File: src/rtl/dsm_pkg.sv
// constants, register map and selection codes for the drive status output mapper
// Summary of operation
// - per-terminal select code; plus 1000 inverts polarity
// - reset selections use normal active-high polarity
// - relay energises on alarm, inverted de-energises
// - transistor and relay terminals assigned independently
// - codes 0-3 map core signals, codes 5-7 map external inputs
// - codes 26 through 99 map listed signals
// - running above start, off below stop, braking
// - inverted running code indicates drive stopped
// - arrival when frequency difference within hysteresis
// - level detect with hysteresis below detection level
// - undervoltage below threshold or during trip
package dsm_pkg;

  localparam int SEL_W = 11;
  localparam int NUM_CODES = 100;
  localparam logic [SEL_W-1:0] POL_OFFSET = 11'h3E8;  // 1000
  localparam logic [SEL_W-1:0] CODE_MAX = 11'h44B;    // 1099

  // selection codes
  localparam int CODE_RUN = 0;
  localparam int CODE_ARRIVAL = 1;
  localparam int CODE_LEVEL = 2;
  localparam int CODE_UNDERVOLT = 3;
  localparam int CODE_OUT_LIMIT = 5;
  localparam int CODE_DIP_RESTART = 6;
  localparam int CODE_OL_WARN = 7;
  localparam int CODE_AUTO_RESET = 26;
  localparam int CODE_LIFETIME = 30;
  localparam int CODE_RUN_BRAKE = 35;
  localparam int CODE_OL_PREVENT = 36;
  localparam int CODE_CUR_DET = 37;
  localparam int CODE_CUR_DET2 = 38;
  localparam int CODE_LOW_CUR = 41;
  localparam int CODE_REG_ACTIVE = 43;
  localparam int CODE_REG_STOP = 44;
  localparam int CODE_MOTOR2 = 49;
  localparam int CODE_THERMISTOR = 56;
  localparam int CODE_BRAKE = 57;
  localparam int CODE_WIRE_BREAK = 59;
  localparam int CODE_MAINT = 84;
  localparam int CODE_ARR_LEVEL = 87;
  localparam int CODE_ALARM = 99;

  // register byte offsets
  localparam logic [7:0] OFS_TSEL = 8'h00;
  localparam logic [7:0] OFS_RSEL = 8'h04;
  localparam logic [7:0] OFS_ARR_HYST = 8'h08;
  localparam logic [7:0] OFS_DET_LVL = 8'h0C;
  localparam logic [7:0] OFS_DET_HYST = 8'h10;
  localparam logic [7:0] OFS_START_FREQ = 8'h14;
  localparam logic [7:0] OFS_STOP_FREQ = 8'h18;
  localparam logic [7:0] OFS_UV_LEVEL = 8'h1C;
  localparam logic [7:0] OFS_STATUS = 8'h20;
  localparam logic [7:0] OFS_INT_STATUS = 8'h24;
  localparam logic [7:0] OFS_INT_CLEAR = 8'h28;
  localparam logic [7:0] OFS_INT_ENABLE = 8'h2C;

  // status register bit positions, shared by the interrupt registers
  localparam int ST_RUN = 0;
  localparam int ST_ARRIVAL = 1;
  localparam int ST_LEVEL = 2;
  localparam int ST_UNDERVOLT = 3;
  localparam int ST_TRANSISTOR = 4;
  localparam int ST_RELAY = 5;
  localparam int NUM_EVENTS = 6;

  // reset values
  localparam logic [SEL_W-1:0] RST_TSEL = 11'h000;  // running, normal polarity
  localparam logic [SEL_W-1:0] RST_RSEL = 11'h063;  // any alarm, normal polarity
  localparam logic [31:0] RST_FREQ = 32'h0000_0000;
  localparam logic [NUM_EVENTS-1:0] RST_INT_ENABLE = 6'h00;

endpackage : dsm_pkg

File: src/rtl/dsm_output_mapper.sv
// drive status generation, terminal mapping and AHB-Lite register slave
`timescale 1ns/1ps
`default_nettype none
module dsm_output_mapper #(
  parameter int FREQ_W = 16,
  parameter int VOLT_W = 16
) (
  // clock and reset
  input  wire logic              hclk,
  input  wire logic              hresetn,
  // ahb-lite slave
  input  wire logic              hsel,
  input  wire logic [31:0]       haddr,
  input  wire logic [1:0]        htrans,
  input  wire logic              hwrite,
  input  wire logic [2:0]        hsize,
  input  wire logic [31:0]       hwdata,
  input  wire logic              hready,
  output logic                   hreadyout,
  output logic                   hresp,
  output logic [31:0]            hrdata,
  // drive control state
  input  wire logic [FREQ_W-1:0] output_freq,
  input  wire logic [FREQ_W-1:0] reference_freq,
  input  wire logic [VOLT_W-1:0] dc_bus_voltage,
  input  wire logic              dc_braking,
  input  wire logic              uv_trip_hold,
  // externally generated status signals
  input  wire logic              output_limiting,
  input  wire logic              power_dip_restart,
  input  wire logic              motor_overload_warning,
  input  wire logic              auto_reset_active,
  input  wire logic              service_lifetime_alarm,
  input  wire logic              overload_prevention,
  input  wire logic              overcurrent_detect,
  input  wire logic              overcurrent_detect_second,
  input  wire logic              low_current_detect,
  input  wire logic              loop_regulator_active,
  input  wire logic              regulator_lowflow_stop,
  input  wire logic              second_motor_selected,
  input  wire logic              thermistor_overheat,
  input  wire logic              brake_command,
  input  wire logic              current_input_wire_break,
  input  wire logic              maintenance_timer,
  input  wire logic              any_alarm,
  // output terminals
  output logic                   transistor_terminal,
  output logic                   relay_coil,
  output logic                   relay_no_closed,
  output logic                   relay_nc_closed,
  // interrupt
  output logic                   irq
);
  import dsm_pkg::*;

  if (FREQ_W < 4 || FREQ_W > 32 || VOLT_W < 4 || VOLT_W > 32) begin : g_width_check
    $error("dsm_output_mapper: FREQ_W and VOLT_W must lie in 4..32");
  end

  // registers
  logic [SEL_W-1:0]      tsel_reg;
  logic [SEL_W-1:0]      rsel_reg;
  logic [FREQ_W-1:0]     arr_hyst_reg;
  logic [FREQ_W-1:0]     det_lvl_reg;
  logic [FREQ_W-1:0]     det_hyst_reg;
  logic [FREQ_W-1:0]     start_freq_reg;
  logic [FREQ_W-1:0]     stop_freq_reg;
  logic [VOLT_W-1:0]     uv_level_reg;
  logic [NUM_EVENTS-1:0] int_status_reg;
  logic [NUM_EVENTS-1:0] int_enable_reg;
  // bus pipeline
  logic                  ap_wr_reg;
  logic [7:0]            ap_addr_reg;
  logic [31:0]           rdata_next;
  // core status
  logic                  running_reg;
  logic                  running2_reg;
  logic                  arrival_reg;
  logic                  level_reg;
  logic                  uv_cmp_reg;
  logic                  undervolt;
  logic [FREQ_W-1:0]     freq_diff;
  logic [FREQ_W-1:0]     level_low;
  logic [NUM_CODES-1:0]  status_vec;
  logic [NUM_CODES-1:0]  defined_mask;
  logic [NUM_EVENTS-1:0] cur_status;
  logic [NUM_EVENTS-1:0] prev_status_reg;
  logic [NUM_EVENTS-1:0] events;
  logic                  bus_take;
  logic                  wr_clear;

  // zero wait state slave, always OKAY
  assign hreadyout = 1'b1;
  assign hresp     = 1'b0;
  assign bus_take  = hsel && hready && htrans[1];

  // address phase capture; the data phase of a write follows one cycle later
  always_ff @(posedge hclk or negedge hresetn) begin
    if (!hresetn) begin
      ap_wr_reg   <= 1'b0;
      ap_addr_reg <= 8'h00;
    end else begin
      ap_wr_reg   <= bus_take && hwrite;
      ap_addr_reg <= bus_take ? {haddr[7:2], 2'b00} : ap_addr_reg;
    end
  end

  // read mux; unmapped and write-only offsets read as zero
  always_comb begin
    rdata_next = 32'h0000_0000;
    case ({haddr[7:2], 2'b00})
      OFS_TSEL:       rdata_next[SEL_W-1:0] = tsel_reg;
      OFS_RSEL:       rdata_next[SEL_W-1:0] = rsel_reg;
      OFS_ARR_HYST:   rdata_next[FREQ_W-1:0] = arr_hyst_reg;
      OFS_DET_LVL:    rdata_next[FREQ_W-1:0] = det_lvl_reg;
      OFS_DET_HYST:   rdata_next[FREQ_W-1:0] = det_hyst_reg;
      OFS_START_FREQ: rdata_next[FREQ_W-1:0] = start_freq_reg;
      OFS_STOP_FREQ:  rdata_next[FREQ_W-1:0] = stop_freq_reg;
      OFS_UV_LEVEL:   rdata_next[VOLT_W-1:0] = uv_level_reg;
      OFS_STATUS:     rdata_next[NUM_EVENTS-1:0] = cur_status;
      OFS_INT_STATUS: rdata_next[NUM_EVENTS-1:0] = int_status_reg;
      OFS_INT_ENABLE: rdata_next[NUM_EVENTS-1:0] = int_enable_reg;
      default:        rdata_next = 32'h0000_0000;
    endcase
  end

  // read data is sampled at the address phase so it stands from a flop
  always_ff @(posedge hclk or negedge hresetn) begin
    if (!hresetn) begin
      hrdata <= 32'h0000_0000;
    end else if (bus_take && !hwrite) begin
      hrdata <= rdata_next;
    end
  end

  // configuration writes; reset keeps both terminals in normal polarity
  always_ff @(posedge hclk or negedge hresetn) begin
    if (!hresetn) begin
      tsel_reg       <= RST_TSEL;
      rsel_reg       <= RST_RSEL;
      arr_hyst_reg   <= FREQ_W'(RST_FREQ);
      det_lvl_reg    <= FREQ_W'(RST_FREQ);
      det_hyst_reg   <= FREQ_W'(RST_FREQ);
      start_freq_reg <= FREQ_W'(RST_FREQ);
      stop_freq_reg  <= FREQ_W'(RST_FREQ);
      uv_level_reg   <= VOLT_W'(RST_FREQ);
      int_enable_reg <= RST_INT_ENABLE;
    end else if (ap_wr_reg) begin
      case (ap_addr_reg)
        OFS_TSEL:       tsel_reg <= hwdata[SEL_W-1:0];
        OFS_RSEL:       rsel_reg <= hwdata[SEL_W-1:0];
        OFS_ARR_HYST:   arr_hyst_reg <= hwdata[FREQ_W-1:0];
        OFS_DET_LVL:    det_lvl_reg <= hwdata[FREQ_W-1:0];
        OFS_DET_HYST:   det_hyst_reg <= hwdata[FREQ_W-1:0];
        OFS_START_FREQ: start_freq_reg <= hwdata[FREQ_W-1:0];
        OFS_STOP_FREQ:  stop_freq_reg <= hwdata[FREQ_W-1:0];
        OFS_UV_LEVEL:   uv_level_reg <= hwdata[VOLT_W-1:0];
        OFS_INT_ENABLE: int_enable_reg <= hwdata[NUM_EVENTS-1:0];
        default:        ;
      endcase
    end
  end

  // running: on above start, off below stop, forced off while braking
  always_ff @(posedge hclk or negedge hresetn) begin
    if (!hresetn) begin
      running_reg  <= 1'b0;
      running2_reg <= 1'b0;
    end else begin
      if (dc_braking) begin
        running_reg <= 1'b0;
      end else if (output_freq > start_freq_reg) begin
        running_reg <= 1'b1;
      end else if (output_freq < stop_freq_reg) begin
        running_reg <= 1'b0;
      end
      // the braking variant stays on through dc braking
      if (dc_braking) begin
        running2_reg <= running2_reg | running_reg;
      end else if (output_freq > start_freq_reg) begin
        running2_reg <= 1'b1;
      end else if (output_freq < stop_freq_reg) begin
        running2_reg <= 1'b0;
      end
    end
  end

  // absolute difference and saturated lower threshold avoid wrap-around
  assign freq_diff = (output_freq >= reference_freq) ? (output_freq - reference_freq)
                                                     : (reference_freq - output_freq);
  assign level_low = (det_lvl_reg > det_hyst_reg) ? (det_lvl_reg - det_hyst_reg)
                                                  : '0;

  // arrival and level detection
  always_ff @(posedge hclk or negedge hresetn) begin
    if (!hresetn) begin
      arrival_reg <= 1'b0;
      level_reg   <= 1'b0;
    end else begin
      arrival_reg <= (freq_diff <= arr_hyst_reg);
      if (output_freq > det_lvl_reg) begin
        level_reg <= 1'b1;
      end else if (output_freq < level_low) begin
        level_reg <= 1'b0;
      end
    end
  end

  // undervoltage compare holds between the two strict crossings
  always_ff @(posedge hclk or negedge hresetn) begin
    if (!hresetn) begin
      uv_cmp_reg <= 1'b0;
    end else if (dc_bus_voltage < uv_level_reg) begin
      uv_cmp_reg <= 1'b1;
    end else if (dc_bus_voltage > uv_level_reg) begin
      uv_cmp_reg <= 1'b0;
    end
  end
  assign undervolt = uv_cmp_reg | uv_trip_hold;

  // status vector indexed by selection code
  always_comb begin
    status_vec = '0;
    status_vec[CODE_RUN]         = running_reg;
    status_vec[CODE_ARRIVAL]     = arrival_reg;
    status_vec[CODE_LEVEL]       = level_reg;
    status_vec[CODE_UNDERVOLT]   = undervolt;
    status_vec[CODE_OUT_LIMIT]   = output_limiting;
    status_vec[CODE_DIP_RESTART] = power_dip_restart;
    status_vec[CODE_OL_WARN]     = motor_overload_warning;
    status_vec[CODE_AUTO_RESET]  = auto_reset_active;
    status_vec[CODE_LIFETIME]    = service_lifetime_alarm;
    status_vec[CODE_RUN_BRAKE]   = running2_reg;
    status_vec[CODE_OL_PREVENT]  = overload_prevention;
    status_vec[CODE_CUR_DET]     = overcurrent_detect;
    status_vec[CODE_CUR_DET2]    = overcurrent_detect_second;
    status_vec[CODE_LOW_CUR]     = low_current_detect;
    status_vec[CODE_REG_ACTIVE]  = loop_regulator_active;
    status_vec[CODE_REG_STOP]    = regulator_lowflow_stop;
    status_vec[CODE_MOTOR2]      = second_motor_selected;
    status_vec[CODE_THERMISTOR]  = thermistor_overheat;
    status_vec[CODE_BRAKE]       = brake_command;
    status_vec[CODE_WIRE_BREAK]  = current_input_wire_break;
    status_vec[CODE_MAINT]       = maintenance_timer;
    status_vec[CODE_ARR_LEVEL]   = arrival_reg & level_reg;
    status_vec[CODE_ALARM]       = any_alarm;
  end

  // which codes carry a signal; gaps in the table give an off terminal
  always_comb begin
    defined_mask = '0;
    defined_mask[CODE_RUN]         = 1'b1;
    defined_mask[CODE_ARRIVAL]     = 1'b1;
    defined_mask[CODE_LEVEL]       = 1'b1;
    defined_mask[CODE_UNDERVOLT]   = 1'b1;
    defined_mask[CODE_OUT_LIMIT]   = 1'b1;
    defined_mask[CODE_DIP_RESTART] = 1'b1;
    defined_mask[CODE_OL_WARN]     = 1'b1;
    defined_mask[CODE_AUTO_RESET]  = 1'b1;
    defined_mask[CODE_LIFETIME]    = 1'b1;
    defined_mask[CODE_RUN_BRAKE]   = 1'b1;
    defined_mask[CODE_OL_PREVENT]  = 1'b1;
    defined_mask[CODE_CUR_DET]     = 1'b1;
    defined_mask[CODE_CUR_DET2]    = 1'b1;
    defined_mask[CODE_LOW_CUR]     = 1'b1;
    defined_mask[CODE_REG_ACTIVE]  = 1'b1;
    defined_mask[CODE_REG_STOP]    = 1'b1;
    defined_mask[CODE_MOTOR2]      = 1'b1;
    defined_mask[CODE_THERMISTOR]  = 1'b1;
    defined_mask[CODE_BRAKE]       = 1'b1;
    defined_mask[CODE_WIRE_BREAK]  = 1'b1;
    defined_mask[CODE_MAINT]       = 1'b1;
    defined_mask[CODE_ARR_LEVEL]   = 1'b1;
    defined_mask[CODE_ALARM]       = 1'b1;
  end

  // two independent terminals, each with its own code
  dsm_term_drive u_transistor (
    .hclk         (hclk),
    .hresetn      (hresetn),
    .sel_code     (tsel_reg),
    .status_vec   (status_vec),
    .defined_mask (defined_mask),
    .term_out     (transistor_terminal)
  );

  dsm_term_drive u_relay (
    .hclk         (hclk),
    .hresetn      (hresetn),
    .sel_code     (rsel_reg),
    .status_vec   (status_vec),
    .defined_mask (defined_mask),
    .term_out     (relay_coil)
  );

  // changeover contacts follow the coil flop
  assign relay_no_closed = relay_coil;
  assign relay_nc_closed = ~relay_coil;

  // events are rising edges of status; set beats a simultaneous clear
  assign cur_status = {relay_coil, transistor_terminal, undervolt, level_reg,
                       arrival_reg, running_reg};
  assign events     = cur_status & ~prev_status_reg;
  assign wr_clear   = ap_wr_reg && (ap_addr_reg == OFS_INT_CLEAR);

  always_ff @(posedge hclk or negedge hresetn) begin
    if (!hresetn) begin
      prev_status_reg <= '0;
      int_status_reg  <= '0;
    end else begin
      prev_status_reg <= cur_status;
      int_status_reg  <= (int_status_reg & ~(wr_clear ? hwdata[NUM_EVENTS-1:0] : '0))
                         | events;
    end
  end

  assign irq = |(int_status_reg & int_enable_reg);
endmodule // dsm_output_mapper
`default_nettype wire

File: src/rtl/dsm_term_drive.sv
// one output terminal: selection code decode, polarity and output flop
`timescale 1ns/1ps
`default_nettype none
module dsm_term_drive
  import dsm_pkg::*;
(
  // clock and reset
  input  wire logic                     hclk,
  input  wire logic                     hresetn,
  // selection and status
  input  wire logic [dsm_pkg::SEL_W-1:0] sel_code,
  input  wire logic [dsm_pkg::NUM_CODES-1:0] status_vec,
  input  wire logic [dsm_pkg::NUM_CODES-1:0] defined_mask,
  // terminal
  output logic                          term_out
);
  logic [SEL_W-1:0] idx_wide;
  logic [6:0]       idx;
  logic             inverted;
  logic             valid;

  // split the code into signal index and polarity
  always_comb begin
    inverted = 1'b0;
    idx_wide = sel_code;
    if (sel_code >= POL_OFFSET) begin
      inverted = 1'b1;
      idx_wide = sel_code - POL_OFFSET;
    end
    idx   = idx_wide[6:0];
    valid = (sel_code <= CODE_MAX) && (idx_wide < SEL_W'(NUM_CODES)) && defined_mask[idx];
  end

  // undefined codes force the terminal off in either polarity
  always_ff @(posedge hclk or negedge hresetn) begin
    if (!hresetn) begin
      term_out <= 1'b0;
    end else begin
      term_out <= valid ? (status_vec[idx] ^ inverted) : 1'b0;
    end
  end

endmodule // dsm_term_drive
`default_nettype wire

File: config.mk
export PLATFORM = sky130hd
export DESIGN_NAME = dsm_output_mapper
export DESIGN_NICKNAME = d
export VERILOG_FILES = /design/src/rtl/dsm_pkg.sv /design/src/rtl/dsm_output_mapper.sv /design/src/rtl/dsm_term_drive.sv
export SDC_FILE = /design/constraint.sdc
export NUM_CORES = 1
export LEC_CHECK = 0
export BUFFER_PORTS_ARGS = -buffer_cell sky130_fd_sc_hd__buf_2
export CORE_AREA = 2 2 165 167
export CTS_BUF_LIST = sky130_fd_sc_hd__clkbuf_16
export CTS_CLUSTER_DIAMETER = 60
export DETAILED_ROUTE_END_ITERATION = 10
export DIE_AREA = 0 0 167 169
export GPL_TIMING_DRIVEN = 0
export PLACE_DENSITY = 0.72
export SETUP_SLACK_MARGIN = 0.1
export SLEW_MARGIN = 20
export SYNTH_ARGS = -nofsm -noshare
export SYNTH_HDL_FRONTEND = slang
export SYNTH_SLANG_ARGS = --single-unit
File: constraint.sdc
create_clock -name hclk -period 11.4 [get_ports hclk]
set_input_delay 2.85 -clock hclk [delete_from_list [all_inputs] [get_ports hclk]]
set_output_delay 2.85 -clock hclk [all_outputs]
set_load 0.01 [all_outputs]
# Word-level counts from Yosys, hierarchy flattened
# Memory sizes are Yosys's and may differ from the RTL's.
# Cells that the tools add are included.
[totals]
register_bits = 166
rom_bits = 256
inputBits = 141
output_inout_bits = 39
word_cells = 127
mem_count = 2
[op_classes]
n_addsub = 5
order_cmp = 17
eq_ne = 19
mux = 26
n_bitwise = 12
reduce_logical = 25
[memory_table]
columns = ["name", "words", "width", "read_ports", "rd_clocked_by_memory_dff", "wr", "line", "source"]
rows = [
  ["(no name shown)", 128, 1, 1, 0, 0, "dsm_term_drive.sv:31", "valid = (sel_code <= CODE_MAX) && (idx_wide < SEL_W'(NUM_CODES)) && defined_mask[idx];"],
  ["(no name shown)", 128, 1, 1, 0, 0, "dsm_term_drive.sv:31", ""],
]
[op_table]
columns = ["operator", "count"]
rows = [
  ["6-bit case mux with 11 select lines", 1],
  ["16-bit greater-than comparator", 4],
  ["6-bit by 3-bit equality test with 1-bit output (second input constant)", 8],
  ["16-bit < comparator", 3],
  ["16-bit subtractor", 3],
  ["5-bit case mux with 8 select lines", 1],
  ["16-bit 2-to-1 mux", 2],
  ["6-bit by 4-bit equality test with 1-bit output (second input constant)", 5],
  ["5-bit case mux with 6 select lines", 1],
  ["6-bit by 2-bit equality test with 1-bit output (second input constant)", 4],
  ["11-bit by 10-bit greater-or-equal comparator with 1-bit output (second input constant)", 2],
  ["11-bit <= comparator (second input constant)", 2],
  ["11-bit by 7-bit < comparator with 1-bit output (second input constant)", 2],
  ["11-bit 2-to-1 mux", 2],
  ["11-bit by 10-bit subtractor with 11-bit output (second input constant)", 2],
  ["6-bit AND", 3],
  ["2-bit AND reduction", 9],
  ["16-bit greater-or-equal comparator", 1],
  ["16-bit <= comparator", 1],
  ["7-bit by 8-bit < comparator with 1-bit output (second input constant)", 2],
  ["1-bit 2-to-1 mux", 16],
  ["1-bit binary-select mux with 7-bit select", 2],
  ["6-bit by 1-bit equality test with 1-bit output (second input constant)", 2],
  ["6-bit inverter", 2],
  ["13 further kinds", 24],
]

# Depth between registers and ports, before layout
[logic_depth]
word_depth = 6
mapped_depth = 24
ltp_nobuf = 23

# Modules after synthesis
# A second synthesis with hierarchy kept.
[unflattened]
hier_cells = 1620
area_unflattened_um2 = 15880.2
[modules_own_cells]
columns = ["mod", "instances", "cells_each", "area_each_um2", "seq_area_each_um2"]
rows = [
  ["dsm_output_mapper", 1, 1252, 11618.6, 4108.9],
  ["dsm_term_drive", 2, 184, 2130.8, 25.0],
]

# Worst setup path before layout
# Ideal clock, no wire load.
[synth_timing]
path_type = "input port to flip-flop"
startpoint = "input output_freq[0]"
endpoint = "register arrival_reg"
setup_time_ps = 83
arrival_time_ps = 6510
t_required_ps = 11317
setup_slack_ps = 4807
path_stages = 20
path_buffers = 2
path_cell_list = "inv_1 > ha_1 > inv_1 > fa_1 > a311o_1 > a311oi_1 > a21oi_2 > buf_2 > buf_2 > mux2_1 > ha_1 > nor2b_1 > o21a_1 > o21a_1 > o21a_1 > o21a_1 > o21a_1 > o21ai_0 > a21boi_0 > o21ai_0"
[synth_between]
elab_chain_len = 3
elab_cells_between_ends = 5
cone_classes = "add/sub (2); order compare (2); mux (1)"
[synth_lines]
columns = ["item", "line", "source"]
rows = [
  ["start: declaration", "dsm_output_mapper.sv:23", "input wire logic [FREQ_W-1:0] output_freq,"],
  ["16-bit subtractor, or another cell as far along", "dsm_output_mapper.sv:190", ": (reference_freq - output_freq);"],
  ["16-bit 2-to-1 mux *", "dsm_output_mapper.sv:189", "assign freq_diff = (output_freq >= reference_freq) ? (output_freq - reference_freq)"],
  ["16-bit <= comparator *", "dsm_output_mapper.sv:200", "arrival_reg <= (freq_diff <= arr_hyst_reg);"],
  ["end signal: assignment", "dsm_output_mapper.sv:200", ""],
  ["end: declaration", "dsm_output_mapper.sv:78", "logic arrival_reg;"],
]
# Every way passes the cells marked *; elsewhere a longest branch is shown, timed or not.
# A chain may end at the register's enable or synchronous reset.

# Final worst setup path
[layout_timing]
startpoint = "input output_freq[7]"
endpoint = "register arrival_reg"
# The elaborated chain is that of the path after synthesis.

==> impl_results.html <==
<table>
<tr><th>Metric</th><th>Value</th></tr>
<tr><th colspan="2">Global routing</th></tr>
<tr><td>Total routing usage reported by global routing</td><td>between 20% and 30%</td></tr>
<tr><td>Wire length of the first global-routing pass</td><td>approximately 63 mm</td></tr>
<tr><td>Number of antenna violations at the first check in global routing</td><td>1</td></tr>
<tr><td>Maximum number of pins on one net before global-route repair</td><td>just over 70</td></tr>
<tr><td>Remaining global-route overflow</td><td>0</td></tr>
<tr><td>Vias in the first global route</td><td>~11,000</td></tr>
<tr><th colspan="2">STA</th></tr>
<tr><td>Worst max-slew margin expressed relative to the limit</td><td>around 40%</td></tr>
<tr><td>Shortest period the worst path allows</td><td>a little over 7000 ps</td></tr>
<tr><td>Final-report hold violation count</td><td>0</td></tr>
<tr><td>Pin slew with the least headroom to its limit</td><td>~900 ps</td></tr>
<tr><td>Max Slew Vio Count</td><td>0</td></tr>
<tr><td>Count of final setup violators</td><td>0</td></tr>
<tr><td>Setup tns final</td><td>0 ps</td></tr>
<tr><td>Peak clock frequency supported by timing</td><td>about 140 MHz</td></tr>
<tr><td>Fin Clk Skew</td><td>5.881 ps</td></tr>
<tr><td>Final Worst Setup Slack</td><td>4304 ps</td></tr>
<tr><td>Part of the cycle the worst path needs</td><td>between 60 and 70%</td></tr>
<tr><td>RSZ-0062 raised after global routing</td><td>false</td></tr>
<tr><th colspan="2">Run</th></tr>
<tr><td>Number of maximum-capacitance violations</td><td>0</td></tr>
<tr><th colspan="2">Pwr</th></tr>
<tr><td>Leakage power of the design</td><td>7.396 nW</td></tr>
<tr><td>Share of total power in the clock network</td><td>28.0%</td></tr>
<tr><td>Power per cell area</td><td>between 100 and 150 nW/um2</td></tr>
<tr><td>Switching power</td><td>between 0.0007 and 0.0008 W</td></tr>
<tr><td>Combinational group share of total power</td><td>between 30% and 40%</td></tr>
<tr><td>Max VDD drop</td><td>between 0.08 and 0.09 mV</td></tr>
<tr><td>Internal power</td><td>0.001271 W</td></tr>
<tr><td>Sequential power share</td><td>between 30% and 40%</td></tr>
<tr><td>Total power consumption of the routed design</td><td>about 0.0020 W</td></tr>
<tr><td>Sw frac</td><td>36.17%</td></tr>
<tr><th colspan="2">Worst setup path</th></tr>
<tr><td>Signal arrival time at the worst endpoint</td><td>7450 ps</td></tr>
<tr><td>Worst path required time</td><td>between 10,000 and 15,000 ps</td></tr>
<tr><td>Maximum fanout count along the critical path</td><td>10</td></tr>
<tr><td>Critical path launch point</td><td>output_freq[7]</td></tr>
<tr><td>Worst Setup Path Type</td><td>input port to flip-flop</td></tr>
<tr><td>Launch instance of the worst register-to-register path</td><td>det_lvl_reg[0]</td></tr>
<tr><td>Capturing element type of the critical path</td><td>flip-flop</td></tr>
<tr><td>Launching element type of the critical path</td><td>input port</td></tr>
<tr><th colspan="2">Floorplanning</th></tr>
<tr><td>Starting density of the core</td><td>between 40% and 50%</td></tr>
<tr><td>Die span in x</td><td>~170 um</td></tr>
<tr><td>Die Footprint</td><td>about 28,000 um2</td></tr>
<tr><td># IOs</td><td>180</td></tr>
<tr><td>Area of the core region</td><td>roughly 27,000 um2</td></tr>
<tr><td>Die Ht</td><td>roughly 170 um</td></tr>
<tr><td>Row count</td><td>60</td></tr>
<tr><th colspan="2">Detailed routing</th></tr>
<tr><td>Met1 Wirelength</td><td>about 17 mm</td></tr>
<tr><td>Vias per cell</td><td>~6.0</td></tr>
<tr><td>Drt pass-1 iters</td><td>8</td></tr>
<tr><td>Routed length on met2</td><td>between 15 and 20 mm</td></tr>
<tr><td>Post-detailed-route wirelength per cell</td><td>around 20 um</td></tr>
<tr><td>Post-route antenna net violation count</td><td>0</td></tr>
<tr><td>Final routed wirelength across all metal layers</td><td>around 41 mm</td></tr>
<tr><td>Post-route DRC violation count</td><td>0</td></tr>
<tr><td>DRT iter0 DRCs</td><td>1,117</td></tr>
<tr><td>Detailed route wirelength on metal3</td><td>about 3.4 mm</td></tr>
<tr><td>Vias after detailed routing</td><td>approximately 12,000</td></tr>
<tr><td>Top routing layer in use</td><td>met5</td></tr>
<tr><th colspan="2">Placement</th></tr>
<tr><td>Setup slack after placement</td><td>3903 ps</td></tr>
<tr><td>Weighted congestion reported at the end of routability-driven placement</td><td>0.9251</td></tr>
<tr><td>I/O Buffers</td><td>114</td></tr>
<tr><td>HPWL Detailed</td><td>32.36 mm</td></tr>
<tr><td>Post-DP Area</td><td>approximately 14,000 um2</td></tr>
<tr><th colspan="2">Cells and area</th></tr>
<tr><td>Area of the multi-input gates</td><td>7893 um2</td></tr>
<tr><td>Final antenna diode count</td><td>0</td></tr>
<tr><td>Share of final-layout standard cells stronger than drive strength 1</td><td>~16%</td></tr>
<tr><td>Design Area, Final</td><td>14,710 um2</td></tr>
<tr><td>Combined flip-flop and latch cell area</td><td>about 4200 um2</td></tr>
<tr><td>Most frequent cells in the layout</td><td>172 x sky130_fd_sc_hd__inv_1, 162 x sky130_fd_sc_hd__dfrtp_1, 157 x sky130_fd_sc_hd__ha_1</td></tr>
<tr><td>Net count reported at finish</td><td>~1,900</td></tr>
<tr><td>Layout fillers</td><td>about 2,400</td></tr>
<tr><td>Most frequent standard cell in the layout excluding fill and tap cells</td><td>sky130_fd_sc_hd__inv_1</td></tr>
<tr><td>P&amp;R area growth vs syn</td><td>13.18%</td></tr>
<tr><th colspan="2">Logic synthesis</th></tr>
<tr><td>Number of enable flip-flop cells after synthesis</td><td>0</td></tr>
<tr><td>Library cell with the largest summed area after synthesis</td><td>sky130_fd_sc_hd__dfrtp_1</td></tr>
<tr><td>Share of synthesized area occupied by flip-flops and latches</td><td>32.00%</td></tr>
<tr><td>Top flip-flop cell by instance count after synthesis</td><td>sky130_fd_sc_hd__dfrtp_1</td></tr>
<tr><td>Summed instance area of the synthesized netlist</td><td>roughly 13,000 um2</td></tr>
<tr><td>Average cell area after synthesis</td><td>between 8 and 9 um2</td></tr>
<tr><td>Number of register bits inferred by synthesis</td><td>166</td></tr>
<tr><td>Largest cells by area after synthesis</td><td>sky130_fd_sc_hd__dfrtp_1 31%, sky130_fd_sc_hd__ha_1 15%, sky130_fd_sc_hd__o21ai_0 5.5%</td></tr>
<tr><td>Post-synth ARST share</td><td>100.0%</td></tr>
<tr><td>Count of unique library cells instantiated by Yosys</td><td>88</td></tr>
<tr><td>Synthesis warning total</td><td>0</td></tr>
<tr><td>Mapped Cells</td><td>1,472</td></tr>
<tr><td>Area share of the largest cell type after synthesis</td><td>around 31%</td></tr>
<tr><th colspan="2">Clock tree</th></tr>
<tr><td>Hold Buf Count CTS</td><td>0</td></tr>
<tr><td>Clock tree from TritonCTS</td><td>built</td></tr>
<tr><td>H-Tree Depth</td><td>4</td></tr>
<tr><td>Source-to-sink clock delay at the later pin of the worst-skew pair</td><td>between 400 and 500 ps</td></tr>
<tr><td>Clock net sink count</td><td>around 170</td></tr>
<tr><td>Clk pin slew, worst setup/hold paths</td><td>~60 ps</td></tr>
<tr><td>CTS buffer count</td><td>17</td></tr>
<tr><td>Number of buffers on the longest clock path</td><td>2</td></tr>
<tr><td>Number of gates resized after cts</td><td>0</td></tr>
<tr><td>Post-CTS setup buffer count</td><td>0</td></tr>
<tr><td>CTS Root Buffer Type</td><td>sky130_fd_sc_hd__clkbuf_16</td></tr>
<tr><th colspan="2">Worst hold path</th></tr>
<tr><td>Launch instance of the worst min-delay path</td><td>prev_status_reg[0]</td></tr>
<tr><td>Class of the worst hold path</td><td>flip-flop to flip-flop</td></tr>
<tr><th colspan="2">Outcome</th></tr>
<tr><td>Result of the run</td><td>finished, final reports clean</td></tr>
</table>
power groups by stage:
stage | clock network (W) | registers [W] | logic, W
2_1_floorplan | 0 | 0.000715 | 0.000491
3_3_place_gp | 0 | 0.000742 | 0.000663
3_5_place_dp | 0 | 0.000745 | 0.000680
4_1_cts | 0.000563 | 0.000734 | 0.000687
5_1_grt | 0.000589 | 0.000743 | 0.000777
6_report | 0.000558 | 0.000737 | 0.000696
worst max-delay path, cell delays in order:
cell,delay (ps)
sky130_fd_sc_hd__buf_2,200
sky130_fd_sc_hd__inv_1,70
sky130_fd_sc_hd__ha_1,270
sky130_fd_sc_hd__buf_2,210
sky130_fd_sc_hd__nand4_1,170
sky130_fd_sc_hd__nor3_1,390
sky130_fd_sc_hd__o21ai_0,160
sky130_fd_sc_hd__a21oi_2,460
sky130_fd_sc_hd__buf_2,350
sky130_fd_sc_hd__or3b_1,370
sky130_fd_sc_hd__o31ai_1,70
sky130_fd_sc_hd__o31ai_1,140
sky130_fd_sc_hd__xor2_1,180
sky130_fd_sc_hd__ha_1,320
sky130_fd_sc_hd__a21o_1,190
sky130_fd_sc_hd__a21o_1,160
sky130_fd_sc_hd__a21oi_1,130
sky130_fd_sc_hd__nor2b_1,50
sky130_fd_sc_hd__o21ai_0,150
sky130_fd_sc_hd__nand2_1,70
sky130_fd_sc_hd__a21oi_1,220
sky130_fd_sc_hd__a21boi_0,120
sky130_fd_sc_hd__o21ai_0,140
cells in the mapped netlist, types with 15 or more instances:
cell and instances:
sky130_fd_sc_hd__nor2b_1 15, sky130_fd_sc_hd__nand4_1 26, sky130_fd_sc_hd__nand3_1 40, sky130_fd_sc_hd__mux2i_1 24, sky130_fd_sc_hd__a21oi_1 51, sky130_fd_sc_hd__o21ai_0 144
sky130_fd_sc_hd__inv_1 171, sky130_fd_sc_hd__clkbuf_1 42, sky130_fd_sc_hd__xnor2_1 22, sky130_fd_sc_hd__nor2_1 51, sky130_fd_sc_hd__ha_1 157, sky130_fd_sc_hd__mux2_2 54
sky130_fd_sc_hd__nand2_1 148, sky130_fd_sc_hd__buf_4 19, sky130_fd_sc_hd__o21a_1 19, sky130_fd_sc_hd__dfrtp_1 162, sky130_fd_sc_hd__a21o_1 47, sky130_fd_sc_hd__a22oi_1 51
area by class of cell:
cell class	instances	area share [%]
clock inverter	14	0.9440
buffer	76	2.577
multi-input combinational	1073	53.65
sequential	166	28.27
tap	341	2.900
inverter	173	4.414
clock buffer	17	2.892
timing repair buffer	117	4.354
worst paths after layout:
path	end	depth (start not counted)	slack (ps)
hold reg to reg	int_status_reg[0]	1	420
setup reg to reg	level_reg	24	6070
min in group asynchronous	ap_wr_reg	1	2300
hold / removal	int_status_reg[0]	1	420
max in group asynchronous	rsel_reg[6]	3	8080
setup / recovery	arrival_reg	23	4300
cells by family (layout without fill, tap and decap cells):
kind of cell	count (synthesis)	count (layout)	synth area share, %
AO/OA/AOI/OAI	438	438	22.31
adder cells (fa/ha/maj)	160	160	15.57
multiplexers	83	83	7.248
XOR/XNOR	33	33	2.339
other	2	18	0.05777
buffers and inverters	249	397	7.912
flip-flops	166	166	32.00
AND/OR/NAND/NOR	341	341	12.56
per-layer routing:
layer / GRT usage (%) / up-vias
li1: - / 5546
met1: 38.37 / 5692
met2: 45.43 / 508
met3: 6.827 / 101
met4: 10.31 / 2
met5: 0 / -
stage by stage:
stage	util [%]	cells	hold slack [ps]
2_1_floorplan	-	1488	388.4
3_3_place_gp	53.04	1943	404.6
3_5_place_dp	53.37	1946	413.5
4_1_cts	55.50	1977	418.4
5_1_grt	55.51	1977	449.5
6_report	55.51	1977	420.7
(Power assumes the default switching activity.)
